[config.mk]
export PLATFORM = sky130hd
export DESIGN_NAME = asd_decoder
export DESIGN_NICKNAME = d
export VERILOG_FILES = /design/src/common/asd_pkg.sv /design/src/hdl/asd_decoder.sv
export SDC_FILE = /design/constraint.sdc
export NUM_CORES = 2
export LEC_CHECK = 0
export BUFFER_PORTS_ARGS = -buffer_cell sky130_fd_sc_hd__buf_2
export CAP_MARGIN = 20
export CELL_PAD_IN_SITES_DETAIL_PLACEMENT = 1
export CELL_PAD_IN_SITES_GLOBAL_PLACEMENT = 1
export CORE_AREA = 2 2 331 333
export DETAILED_ROUTE_END_ITERATION = 10
export DIE_AREA = 0 0 333 335
export GPL_ROUTABILITY_DRIVEN = 1
export PLACE_DENSITY_LB_ADDON = 0.1
export SLEW_MARGIN = 30
export SYNTH_ARGS = -nofsm -noshare
export SYNTH_HDL_FRONTEND = slang
export SYNTH_SLANG_ARGS = --single-unit
[constraint.sdc]
create_clock -name pclk -period 4.2 [get_ports pclk]
set_input_delay 0.63 -clock pclk [delete_from_list [all_inputs] [get_ports pclk]]
set_output_delay 0.63 -clock pclk [all_outputs]
set_load 0.02 [all_outputs]
[src/common/asd_pkg.sv]
package asd_pkg;
    localparam logic [7:0] ASD_OP_NOP        = 8'h00;
    localparam logic [7:0] ASD_OP_MRESET     = 8'h04;
    localparam logic [7:0] ASD_OP_TXCTRL_WR  = 8'h08;
    localparam logic [7:0] ASD_OP_TXWORD_WR  = 8'h0C;
    localparam logic [7:0] ASD_OP_RX1CTRL_WR = 8'h10;
    localparam logic [7:0] ASD_OP_RX1LBL_WR  = 8'h14;
    localparam logic [7:0] ASD_OP_RX1PLM_WR  = 8'h18;
    localparam logic [7:0] ASD_OP_RX2CTRL_WR = 8'h24;
    localparam logic [7:0] ASD_OP_RX2LBL_WR  = 8'h28;
    localparam logic [7:0] ASD_OP_RX2PLM_WR  = 8'h2C;
    localparam logic [7:0] ASD_OP_FLAG_WR    = 8'h34;
    localparam logic [7:0] ASD_OP_ACLKDIV_WR = 8'h38;
    localparam logic [7:0] ASD_OP_TXSTART    = 8'h40;
    localparam logic [7:0] ASD_OP_SRESET     = 8'h44;
    localparam logic [7:0] ASD_OP_RX1LBL_SET = 8'h48;
    localparam logic [7:0] ASD_OP_RX2LBL_SET = 8'h4C;
    localparam logic [7:0] ASD_OP_TXSTAT_RD  = 8'h80;
    localparam logic [7:0] ASD_OP_TXCTRL_RD  = 8'h84;
    localparam logic [7:0] ASD_OP_RX1STAT_RD = 8'h90;
    localparam logic [7:0] ASD_OP_RX1CTRL_RD = 8'h94;
    localparam logic [7:0] ASD_OP_RX1LBL_RD  = 8'h98;
    localparam logic [7:0] ASD_OP_RX1PLM_RD  = 8'h9C;
    localparam logic [7:0] ASD_OP_RX1FIFO_RD = 8'hA0;
    localparam logic [7:0] ASD_OP_RX1MB1_RD  = 8'hA4;
    localparam logic [7:0] ASD_OP_RX1MB2_RD  = 8'hA8;
    localparam logic [7:0] ASD_OP_RX1MB3_RD  = 8'hAC;
    localparam logic [7:0] ASD_OP_RX2STAT_RD = 8'hB0;

    localparam int         ASD_TX_TRIG_MODE_BIT = 5;
    localparam logic [7:0] ASD_CTRL_RST  = 8'h00;
    localparam logic [255:0] ASD_LBL_RST = 256'h0;
    localparam logic [7:0] ASD_PLM_RST   = 8'h00;

    localparam logic [11:0] ASD_REG_CTRL  = 12'h000;
    localparam logic [11:0] ASD_REG_STAT  = 12'h004;
    localparam logic [11:0] ASD_REG_OPCNT = 12'h008;
    localparam int          ASD_EN_BIT    = 0;
    localparam logic        ASD_EN_RST    = 1'b1;

    typedef enum logic [1:0] {ST_OP, ST_WR, ST_RD, ST_IGN} asd_state_t;

    // Bit 6: op code defined; bits 5:0: data byte count
    function automatic logic [6:0] asd_op_info(input logic [7:0] op);
        case (op)
            ASD_OP_NOP, ASD_OP_MRESET, ASD_OP_TXSTART, ASD_OP_SRESET,
            ASD_OP_RX1LBL_SET, ASD_OP_RX2LBL_SET: return 7'h40;
            ASD_OP_TXCTRL_WR, ASD_OP_RX1CTRL_WR, ASD_OP_RX2CTRL_WR, ASD_OP_FLAG_WR,
            ASD_OP_ACLKDIV_WR, ASD_OP_TXSTAT_RD, ASD_OP_TXCTRL_RD, ASD_OP_RX1STAT_RD,
            ASD_OP_RX1CTRL_RD, ASD_OP_RX2STAT_RD: return 7'h41;
            ASD_OP_RX1PLM_WR, ASD_OP_RX2PLM_WR, ASD_OP_RX1PLM_RD, ASD_OP_RX1MB1_RD,
            ASD_OP_RX1MB2_RD, ASD_OP_RX1MB3_RD: return 7'h43;
            ASD_OP_TXWORD_WR, ASD_OP_RX1FIFO_RD: return 7'h44;
            ASD_OP_RX1LBL_WR, ASD_OP_RX2LBL_WR, ASD_OP_RX1LBL_RD: return 7'h60;
            default: return 7'h00;
        endcase
    endfunction : asd_op_info
endpackage : asd_pkg

[src/hdl/asd_decoder.sv]
`timescale 1ns/1ps
module asd_decoder
    import asd_pkg::*;
(
    input  wire logic         pclk,
    input  wire logic         presetn,
    input  wire logic         psel,
    input  wire logic         penable,
    input  wire logic         pwrite,
    input  wire logic [11:0]  paddr,
    input  wire logic [31:0]  pwdata,
    input  wire logic [3:0]   pstrb,
    output logic              pready,
    output logic              pslverr,
    output logic [31:0]       prdata,
    input  wire logic         cs_n,
    input  wire logic         sclk,
    input  wire logic         si,
    output logic              so,
    input  wire logic [7:0]   tx_status,
    input  wire logic [7:0]   rx1_status,
    input  wire logic [7:0]   rx2_status,
    input  wire logic [31:0]  rx1_fifo_word,
    input  wire logic [23:0]  rx1_mbox1,
    input  wire logic [23:0]  rx1_mbox2,
    input  wire logic [23:0]  rx1_mbox3,
    output logic [7:0]        tx_ctrl,
    output logic [7:0]        rx1_ctrl,
    output logic [7:0]        rx2_ctrl,
    output logic [7:0]        flag_assign,
    output logic [7:0]        aclk_div,
    output logic [255:0]      rx1_labels,
    output logic [255:0]      rx2_labels,
    output logic [23:0]       rx1_plm,
    output logic [23:0]       rx2_plm,
    output logic [31:0]       tx_word,
    output logic              tx_push,
    output logic              tx_start,
    output logic              soft_mreset,
    output logic              fifo_clear,
    output logic              rx1_fifo_pop,
    output logic [2:0]        rx1_mbox_rd
);

    logic [1:0]   cs_s;
    logic [2:0]   sclk_s;
    logic [1:0]   si_s;
    asd_state_t   st_r;
    asd_state_t   st_nxt;
    logic [2:0]   bit_cnt_r;
    logic [5:0]   byte_cnt_r;
    logic [5:0]   len_r;
    logic [7:0]   op_r;
    logic [7:0]   sh_r;
    logic [31:0]  rd_word_r;
    logic [31:0]  rd_cap;
    logic         so_r;
    logic [7:0]   tx_ctrl_r;
    logic [7:0]   rx1_ctrl_r;
    logic [7:0]   rx2_ctrl_r;
    logic [7:0]   flag_r;
    logic [7:0]   aclk_div_r;
    logic [255:0] lbl_r [2];
    logic [7:0]   plm_r [2][3];
    logic [31:0]  tx_word_r;
    logic         tx_push_r;
    logic         tx_start_r;
    logic         soft_mreset_r;
    logic         fifo_clear_r;
    logic         rx1_fifo_pop_r;
    logic [2:0]   rx1_mbox_rd_r;
    logic         ctrl_en_r;
    logic [15:0]  op_cnt_r;
    logic [7:0]   last_op_r;
    logic [31:0]  prdata_r;

    // Pin synchronisers; edges found on the second and third stage
    always_ff @(posedge pclk or negedge presetn) begin
        if (!presetn) begin
            cs_s   <= 2'h3;
            sclk_s <= 3'h0;
            si_s   <= 2'h0;
        end else begin
            cs_s   <= {cs_s[0], cs_n};
            sclk_s <= {sclk_s[1:0], sclk};
            si_s   <= {si_s[0], si};
        end
    end

    wire       frame     = ~cs_s[1] & ctrl_en_r;
    wire       rise      = frame & sclk_s[1] & ~sclk_s[2];
    wire       fall      = frame & ~sclk_s[1] & sclk_s[2];
    wire [7:0] in_byte   = {sh_r[6:0], si_s[1]};
    wire       byte_done = rise && bit_cnt_r == 3'h7;
    wire       op_done   = byte_done && st_r == ST_OP;
    wire       wr_byte   = byte_done && st_r == ST_WR;
    wire [7:0] op_key    = {in_byte[7:2], 2'h0};
    wire [6:0] op_info   = asd_op_info(op_key);
    wire       op_known  = op_info[6];
    wire       op_rd     = op_key[7];
    wire       bit_adv   = (st_r == ST_RD) ? fall : rise;
    wire       byte_adv  = bit_adv && bit_cnt_r == 3'h7 && (st_r == ST_WR || st_r == ST_RD);
    wire       mreset_ev = op_done && op_key == ASD_OP_MRESET;
    wire       sreset_ev = op_done && op_key == ASD_OP_SRESET;
    wire       lbl_rd    = op_r == ASD_OP_RX1LBL_RD;
    wire [7:0] lbl_byte  = lbl_r[0][{~byte_cnt_r[4:0], 3'h0} +: 8];
    wire [7:0] word_byte = rd_word_r[{~byte_cnt_r[1:0], 3'h0} +: 8];
    wire [7:0] rd_byte   = (byte_cnt_r >= len_r) ? 8'h00 : (lbl_rd ? lbl_byte : word_byte);

    always_comb begin
        st_nxt = st_r;
        if (!frame) begin
            st_nxt = ST_OP;
        end else begin
            case (st_r)
                ST_OP: begin
                    if (op_done) begin
                        if (!op_known || op_info[5:0] == 6'h00) begin
                            st_nxt = ST_IGN;
                        end else begin
                            st_nxt = op_rd ? ST_RD : ST_WR;
                        end
                    end
                end
                ST_WR: begin
                    if (wr_byte && byte_cnt_r == len_r - 6'h01) begin
                        st_nxt = ST_IGN;
                    end
                end
                ST_RD:   st_nxt = ST_RD;
                ST_IGN:  st_nxt = ST_IGN;
                default: st_nxt = ST_OP;
            endcase
        end
    end

    // Frame sequencing; deselect clears the bit and byte counts
    always_ff @(posedge pclk or negedge presetn) begin
        if (!presetn) begin
            st_r       <= ST_OP;
            bit_cnt_r  <= 3'h0;
            byte_cnt_r <= 6'h00;
        end else begin
            st_r <= st_nxt;
            if (!frame) begin
                bit_cnt_r  <= 3'h0;
                byte_cnt_r <= 6'h00;
            end else begin
                if (bit_adv) begin
                    bit_cnt_r <= bit_cnt_r + 3'h1;
                end
                if (op_done) begin
                    byte_cnt_r <= 6'h00;
                end else if (byte_adv && byte_cnt_r != 6'h3F) begin
                    byte_cnt_r <= byte_cnt_r + 6'h01;
                end
            end
        end
    end

    always_ff @(posedge pclk or negedge presetn) begin
        if (!presetn) begin
            sh_r <= 8'h00;
        end else if (rise) begin
            sh_r <= in_byte;
        end
    end

    always_ff @(posedge pclk or negedge presetn) begin
        if (!presetn) begin
            op_r      <= ASD_OP_NOP;
            len_r     <= 6'h00;
            rd_word_r <= 32'h0;
        end else if (op_done) begin
            op_r      <= op_key;
            len_r     <= op_info[5:0];
            rd_word_r <= rd_cap;
        end
    end

    // Read data captured at op code decode, sent MSB first
    always_comb begin
        case (op_key)
            ASD_OP_TXSTAT_RD:  rd_cap = {tx_status, 24'h0};
            ASD_OP_TXCTRL_RD:  rd_cap = {tx_ctrl_r, 24'h0};
            ASD_OP_RX1STAT_RD: rd_cap = {rx1_status, 24'h0};
            ASD_OP_RX2STAT_RD: rd_cap = {rx2_status, 24'h0};
            ASD_OP_RX1CTRL_RD: rd_cap = {rx1_ctrl_r, 24'h0};
            ASD_OP_RX1PLM_RD:  rd_cap = {plm_r[0][2], plm_r[0][1], plm_r[0][0], 8'h00};
            ASD_OP_RX1FIFO_RD: rd_cap = rx1_fifo_word;
            ASD_OP_RX1MB1_RD:  rd_cap = {rx1_mbox1, 8'h00};
            ASD_OP_RX1MB2_RD:  rd_cap = {rx1_mbox2, 8'h00};
            ASD_OP_RX1MB3_RD:  rd_cap = {rx1_mbox3, 8'h00};
            default:           rd_cap = 32'h0;
        endcase
    end

    always_ff @(posedge pclk or negedge presetn) begin
        if (!presetn) begin
            so_r <= 1'b0;
        end else if (!frame) begin
            so_r <= 1'b0;
        end else if (fall && st_r == ST_RD) begin
            so_r <= rd_byte[~bit_cnt_r];
        end
    end

    // Single-byte registers
    always_ff @(posedge pclk or negedge presetn) begin
        if (!presetn) begin
            tx_ctrl_r  <= ASD_CTRL_RST;
            rx1_ctrl_r <= ASD_CTRL_RST;
            rx2_ctrl_r <= ASD_CTRL_RST;
            flag_r     <= ASD_CTRL_RST;
            aclk_div_r <= ASD_CTRL_RST;
        end else if (mreset_ev) begin
            tx_ctrl_r  <= ASD_CTRL_RST;
            rx1_ctrl_r <= ASD_CTRL_RST;
            rx2_ctrl_r <= ASD_CTRL_RST;
            flag_r     <= ASD_CTRL_RST;
            aclk_div_r <= ASD_CTRL_RST;
        end else if (wr_byte) begin
            if (op_r == ASD_OP_TXCTRL_WR) tx_ctrl_r <= in_byte;
            if (op_r == ASD_OP_RX1CTRL_WR) rx1_ctrl_r <= in_byte;
            if (op_r == ASD_OP_RX2CTRL_WR) rx2_ctrl_r <= in_byte;
            if (op_r == ASD_OP_FLAG_WR) flag_r <= in_byte;
            if (op_r == ASD_OP_ACLKDIV_WR) aclk_div_r <= in_byte;
        end
    end

    // Label memory and priority-label filters per receiver
    for (genvar g = 0; g < 2; g++) begin : g_rx
        wire [7:0] op_lbl_wr  = (g == 0) ? ASD_OP_RX1LBL_WR : ASD_OP_RX2LBL_WR;
        wire [7:0] op_lbl_set = (g == 0) ? ASD_OP_RX1LBL_SET : ASD_OP_RX2LBL_SET;
        wire [7:0] op_plm_wr  = (g == 0) ? ASD_OP_RX1PLM_WR : ASD_OP_RX2PLM_WR;
        wire [1:0] plm_idx    = 2'h2 - byte_cnt_r[1:0];

        always_ff @(posedge pclk or negedge presetn) begin
            if (!presetn) begin
                lbl_r[g] <= ASD_LBL_RST;
            end else if (mreset_ev) begin
                lbl_r[g] <= ASD_LBL_RST;
            end else if (op_done && op_key == op_lbl_set) begin
                lbl_r[g] <= '1;
            end else if (wr_byte && op_r == op_lbl_wr) begin
                lbl_r[g][{~byte_cnt_r[4:0], 3'h0} +: 8] <= in_byte;
            end
        end

        always_ff @(posedge pclk or negedge presetn) begin
            if (!presetn) begin
                plm_r[g] <= '{default: ASD_PLM_RST};
            end else if (mreset_ev || sreset_ev) begin
                plm_r[g] <= '{default: ASD_PLM_RST};
            end else if (wr_byte && op_r == op_plm_wr) begin
                plm_r[g][plm_idx] <= in_byte;
            end
        end
    end

    // Transmit word assembly and one-cycle event pulses
    always_ff @(posedge pclk or negedge presetn) begin
        if (!presetn) begin
            tx_word_r      <= 32'h0;
            tx_push_r      <= 1'b0;
            tx_start_r     <= 1'b0;
            soft_mreset_r  <= 1'b0;
            fifo_clear_r   <= 1'b0;
            rx1_fifo_pop_r <= 1'b0;
            rx1_mbox_rd_r  <= 3'h0;
        end else begin
            if (wr_byte && op_r == ASD_OP_TXWORD_WR) begin
                tx_word_r <= {tx_word_r[23:0], in_byte};
            end
            tx_push_r  <= wr_byte && op_r == ASD_OP_TXWORD_WR && byte_cnt_r == 6'h03;
            tx_start_r <= op_done && op_key == ASD_OP_TXSTART
                          && !tx_ctrl_r[ASD_TX_TRIG_MODE_BIT];
            soft_mreset_r  <= mreset_ev;
            fifo_clear_r   <= sreset_ev;
            rx1_fifo_pop_r <= op_done && op_key == ASD_OP_RX1FIFO_RD;
            rx1_mbox_rd_r  <= {op_done && op_key == ASD_OP_RX1MB3_RD,
                               op_done && op_key == ASD_OP_RX1MB2_RD,
                               op_done && op_key == ASD_OP_RX1MB1_RD};
        end
    end

    // APB slave: zero wait states, error on unmapped offsets
    wire        sel_ctrl  = paddr == ASD_REG_CTRL;
    wire        sel_stat  = paddr == ASD_REG_STAT;
    wire        sel_cnt   = paddr == ASD_REG_OPCNT;
    wire        apb_hit   = sel_ctrl | sel_stat | sel_cnt;
    wire        apb_setup = psel & ~penable;
    wire        apb_wr    = psel & penable & pwrite;
    wire [31:0] stat_word = {21'h0, st_r, frame, last_op_r};
    wire [31:0] apb_rmux  = sel_ctrl ? {31'h0, ctrl_en_r} :
                            sel_stat ? stat_word :
                            sel_cnt  ? {16'h0, op_cnt_r} : 32'h0;

    always_ff @(posedge pclk or negedge presetn) begin
        if (!presetn) begin
            ctrl_en_r <= ASD_EN_RST;
            prdata_r  <= 32'h0;
            op_cnt_r  <= 16'h0;
            last_op_r <= 8'h00;
        end else begin
            if (apb_wr && sel_ctrl && pstrb[0]) begin
                ctrl_en_r <= pwdata[ASD_EN_BIT];
            end
            if (apb_setup && !pwrite) begin
                prdata_r <= apb_rmux;
            end
            if (op_done) begin
                op_cnt_r  <= op_cnt_r + 16'h1;
                last_op_r <= in_byte;
            end
        end
    end

    assign pready       = 1'b1;
    assign pslverr      = psel & penable & ~apb_hit;
    assign prdata       = prdata_r;
    assign so           = so_r;
    assign tx_ctrl      = tx_ctrl_r;
    assign rx1_ctrl     = rx1_ctrl_r;
    assign rx2_ctrl     = rx2_ctrl_r;
    assign flag_assign  = flag_r;
    assign aclk_div     = aclk_div_r;
    assign rx1_labels   = lbl_r[0];
    assign rx2_labels   = lbl_r[1];
    assign rx1_plm      = {plm_r[0][2], plm_r[0][1], plm_r[0][0]};
    assign rx2_plm      = {plm_r[1][2], plm_r[1][1], plm_r[1][0]};
    assign tx_word      = tx_word_r;
    assign tx_push      = tx_push_r;
    assign tx_start     = tx_start_r;
    assign soft_mreset  = soft_mreset_r;
    assign fifo_clear   = fifo_clear_r;
    assign rx1_fifo_pop = rx1_fifo_pop_r;
    assign rx1_mbox_rd  = rx1_mbox_rd_r;
endmodule : asd_decoder

==> flow_summary.yaml <==
final_layout:
  final_cells: 5622
  syn_to_final_growth_pct: 26.7
  drive_gt1_share_pct: 31.6
  fin_nets: 4334
worst_setup_path:
  critPathLaunch: "st_r[1]"
  cp_slowest_stage_delay_ns: 0.85
  start_kind: "flop"
  cp_slowest_cell: "o311ai_1"
  cp-end-kind: "flop"
  rr_startpoint: "st_r[1]"
  cp.arrival_ns: 4.31
  crit_chain: "inv_1 > ha_1 > or3b_4 > or4_4 > or2_1 > o311ai_1 > buf_4 > nor2_1 > a31oi_1"
  worstSetupPathType: "reg2reg"
  critPathMaxFanout: 13
  required_ns: 4.79
sta:
  fin_tns_setup_ns: 0
  worst_pin_slew_ns: 1.14
  clock.fmax_ghz: 0.269
  finalClockSkew_ns: 0.0312
  relSlewSlack_pct: 24.0
  hold_viol: 0
  fin_crit_sh_pct: 88.6
  drv_slew: 0
  setup_viol: 0
  fin_crit_ns: 3.72
  rsz0062_at_grt: "no"
die:
  io_pins: 859
  rows: 121
  start_util_pct: 32.8
  die_h_um: 335
  fp.coreArea_mm2: 0.108
  die_area_mm2: 0.112
  die-width_um: 333
clocking:
  postCtsHoldBufs: 0
  htreeDepth: 3
  clockBufferDepth: 3
  clock-sinks: 743
  clk_pin_slew_ns: 0.06
  cts_tree: "done"
  cts_resized: 0
  insertion_delay_ns: 0.68
  postCtsSetupBuffers: 0
  cts_inserted_buffers: 90
  clockRootBuffer: "clkbuf_16"
pwr:
  seqPwrFrac_pct: 46.0
  p_leak_nw: 21.6
  p_sw_mw: 3.57
  power_frac_comb_pct: 2.4
  power_per_cell_area_mw_per_mm2: 348
  p_clk_share_pct: 51.6
  ir_drop_mv: 0.273
  p_sw_share_pct: 22.9
  cell_internal_pwr_mw: 12.1
yosys:
  synth_top_area_share_pct: 52.2
  ys_ff_latch: 743
  synth_area_mm2: 0.0355
  synth_edf_count: 0
  yosys-top-cells-area: "dfrtp_1, mux2i_1, a21oi_1"
  synth-main-ff-cell: "dfrtp_1"
  syn_inst: 3325
  yosysWarnings: 0
  yosysTopAreaCell: "dfrtp_1"
  synth_cell_types: 72
  synthArstFlopShare_pct: 100
  syn_area_per_cell_um2: 10.7
  synth-seq-area-share_pct: 52.4
global_route:
  grt_pass1_wl_um: 253000
  antenna_found_initial: 5
  grt_max_degree: 180
  first_global_vias: 31883
  grt_overflow: 0
  grt_use_total_pct: 31.8
min_path:
  hold_class: "in2reg"
  hp-start: "cs_n"
flow_run:
  cap_violations: 0
placement:
  routabilityCongestion: 0.873
  dp_hpwl_um: 131000
  dp.cells: 5453
  portBuffers: 807
drt:
  drc: 0
  drt-total-wl_um: 182000
  first_iter_violations: 2688
  viasPerCell: 5.56
  ant_nets: 0
  via_count: 31261
  routedWlPerCell_um: 32.4
  drt-pass1-iter-count: 6
status:
  status: "complete, no violations"
==> flip-flops by register name, summed over array words and instances, names as in the netlist, 4 cells and up <==
name / flops
rx2_ctrl: 8
aclk_div: 8
rx1_ctrl: 8
last_op_r: 8
sh_r: 7
rx1_labels: 256
tx_ctrl: 8
rd_word_r: 32
flag_assign: 8
byte_cnt_r: 6
rx1_plm: 24
prdata: 16
op_cnt_r: 16
tx_word: 32
len_r: 4
rx2_plm: 24
rx2_labels: 256
==> layout make-up <==
class	count	area, um^2
antenna	6	15.0
clock buffer	146	2750
clock inverter	15	251
fill	12165	63200
inverter	24	97.6
multi-input combinational	2284	15800
sequential	743	18600
tap	1414	1770
timing repair buffer	990	5680
==> cell usage after synthesis (22+ instances only) <==
| cell | number |
|---|---|
| a21oi_1 | 505 |
| mux2i_1 | 450 |
| dfrtp_1 | 740 |
| o21ai_0 | 170 |
| mux2_2 | 45 |
| nand2_1 | 304 |
| nor2_1 | 221 |
| nand3_1 | 91 |
| clkbuf_1 | 232 |
| mux4_2 | 64 |
| a22o_1 | 25 |
| inv_1 | 22 |
| nor3_1 | 53 |
==> metrics by stage <==
| step | utilization [%] | instance area (um^2) | total power, mW | setup slack [ns] | hold WS (ns) |
|---|---|---|---|---|---|
| after detailed placement | 38.7 | 41900 | 7.70 | 0.557 | 0.336 |
| after floorplan | - | 35500 | 7.41 | 0.916 | 0.331 |
| final | 41.6 | 44900 | 15.6 | 0.479 | 0.0727 |
| after global routing | 41.6 | 44900 | 16.1 | 0.339 | 0.0354 |
| after global placement | 38.7 | 41900 | 7.70 | 0.588 | 0.336 |
| after CTS | 41.5 | 44900 | 15.8 | 0.539 | 0.0266 |
==> power by group through the flow <==
stage	registers, mW	clock network [mW]	logic, mW
floorplan	7.34	0	0.0635
global placement	7.32	0	0.379
detailed placement	7.32	0	0.381
CTS	7.19	8.22	0.382
global route	7.19	8.50	0.415
finish	7.19	8.07	0.372
==> critical path: cells and delay by family (launching register included) <==
kind / cells / cell delay (ns)
DFF: 1 / 0.46
adders and majority gates: 1 / 0.20
and+or+nand+nor: 4 / 1.55
AOI/OAI and AO/OA: 2 / 0.99
buffers and inverters: 2 / 0.43
==> logic make-up (layout without fill, tap and decap cells) <==
kind of cell,after synthesis,after routing,synth area share (%)
AOI/OAI and AO/OA,841,841,13.4
xor gates and xnor gates,27,27,0.667
adders and majority gates,17,17,0.600
buffers and inverters,313,1175,3.63
DFF,743,743,52.4
muxes,559,559,18.2
other,2,23,0.0212
and+or+nand+nor,823,823,11.1
==> routing by layer <==
layer  routed length (um)  global-route usage (%)  part of all wire [%]  vias up
li1                     -                       -                     -    13524
met4                 7240                    11.4                   4.0        2
met1                73500                    39.5                    40    16273
met2                87300                    52.8                    48     1183
met5                    8                       0                0.0044        -
met3                14000                    9.05                   7.7      279
==> worst paths after layout <==
kind	end	slack [ns]	cells after the start
max	rx2_labels[215]	0.48	9
min	cs_s[0]	0.07	1
max reg2reg	rx2_labels[215]	0.48	9
min reg2reg	sclk_s[1]	0.35	0
max in group asynchronous	tx_word[28]	2.35	4
min in group asynchronous	rx1_fifo_pop	0.43	2
==> layout by cell type (no fill, tap or decap), types with 16 or more instances in the layout <==
cell         n
buf_2      806
a21oi_1    505
clkbuf_16   91
a22oi_1     16
dfrtp_1    730
conb_1      17
nor3_1      48
mux2i_1    450
nand2b_1    19
clkbuf_1    28
a221oi_1    19
buf_12      19
ha_1        17
mux4_2      64
nand2_1    303
nand3_1     89
o21ai_0    170
a222oi_1    21
a22o_1      25
a31oi_1     21
xnor2_1     18
inv_1       22
buf_4      162
nor2_1     207
nor2_2      30
mux2_2      45
clkbuf_8    27
(Power assumes the default switching activity.)
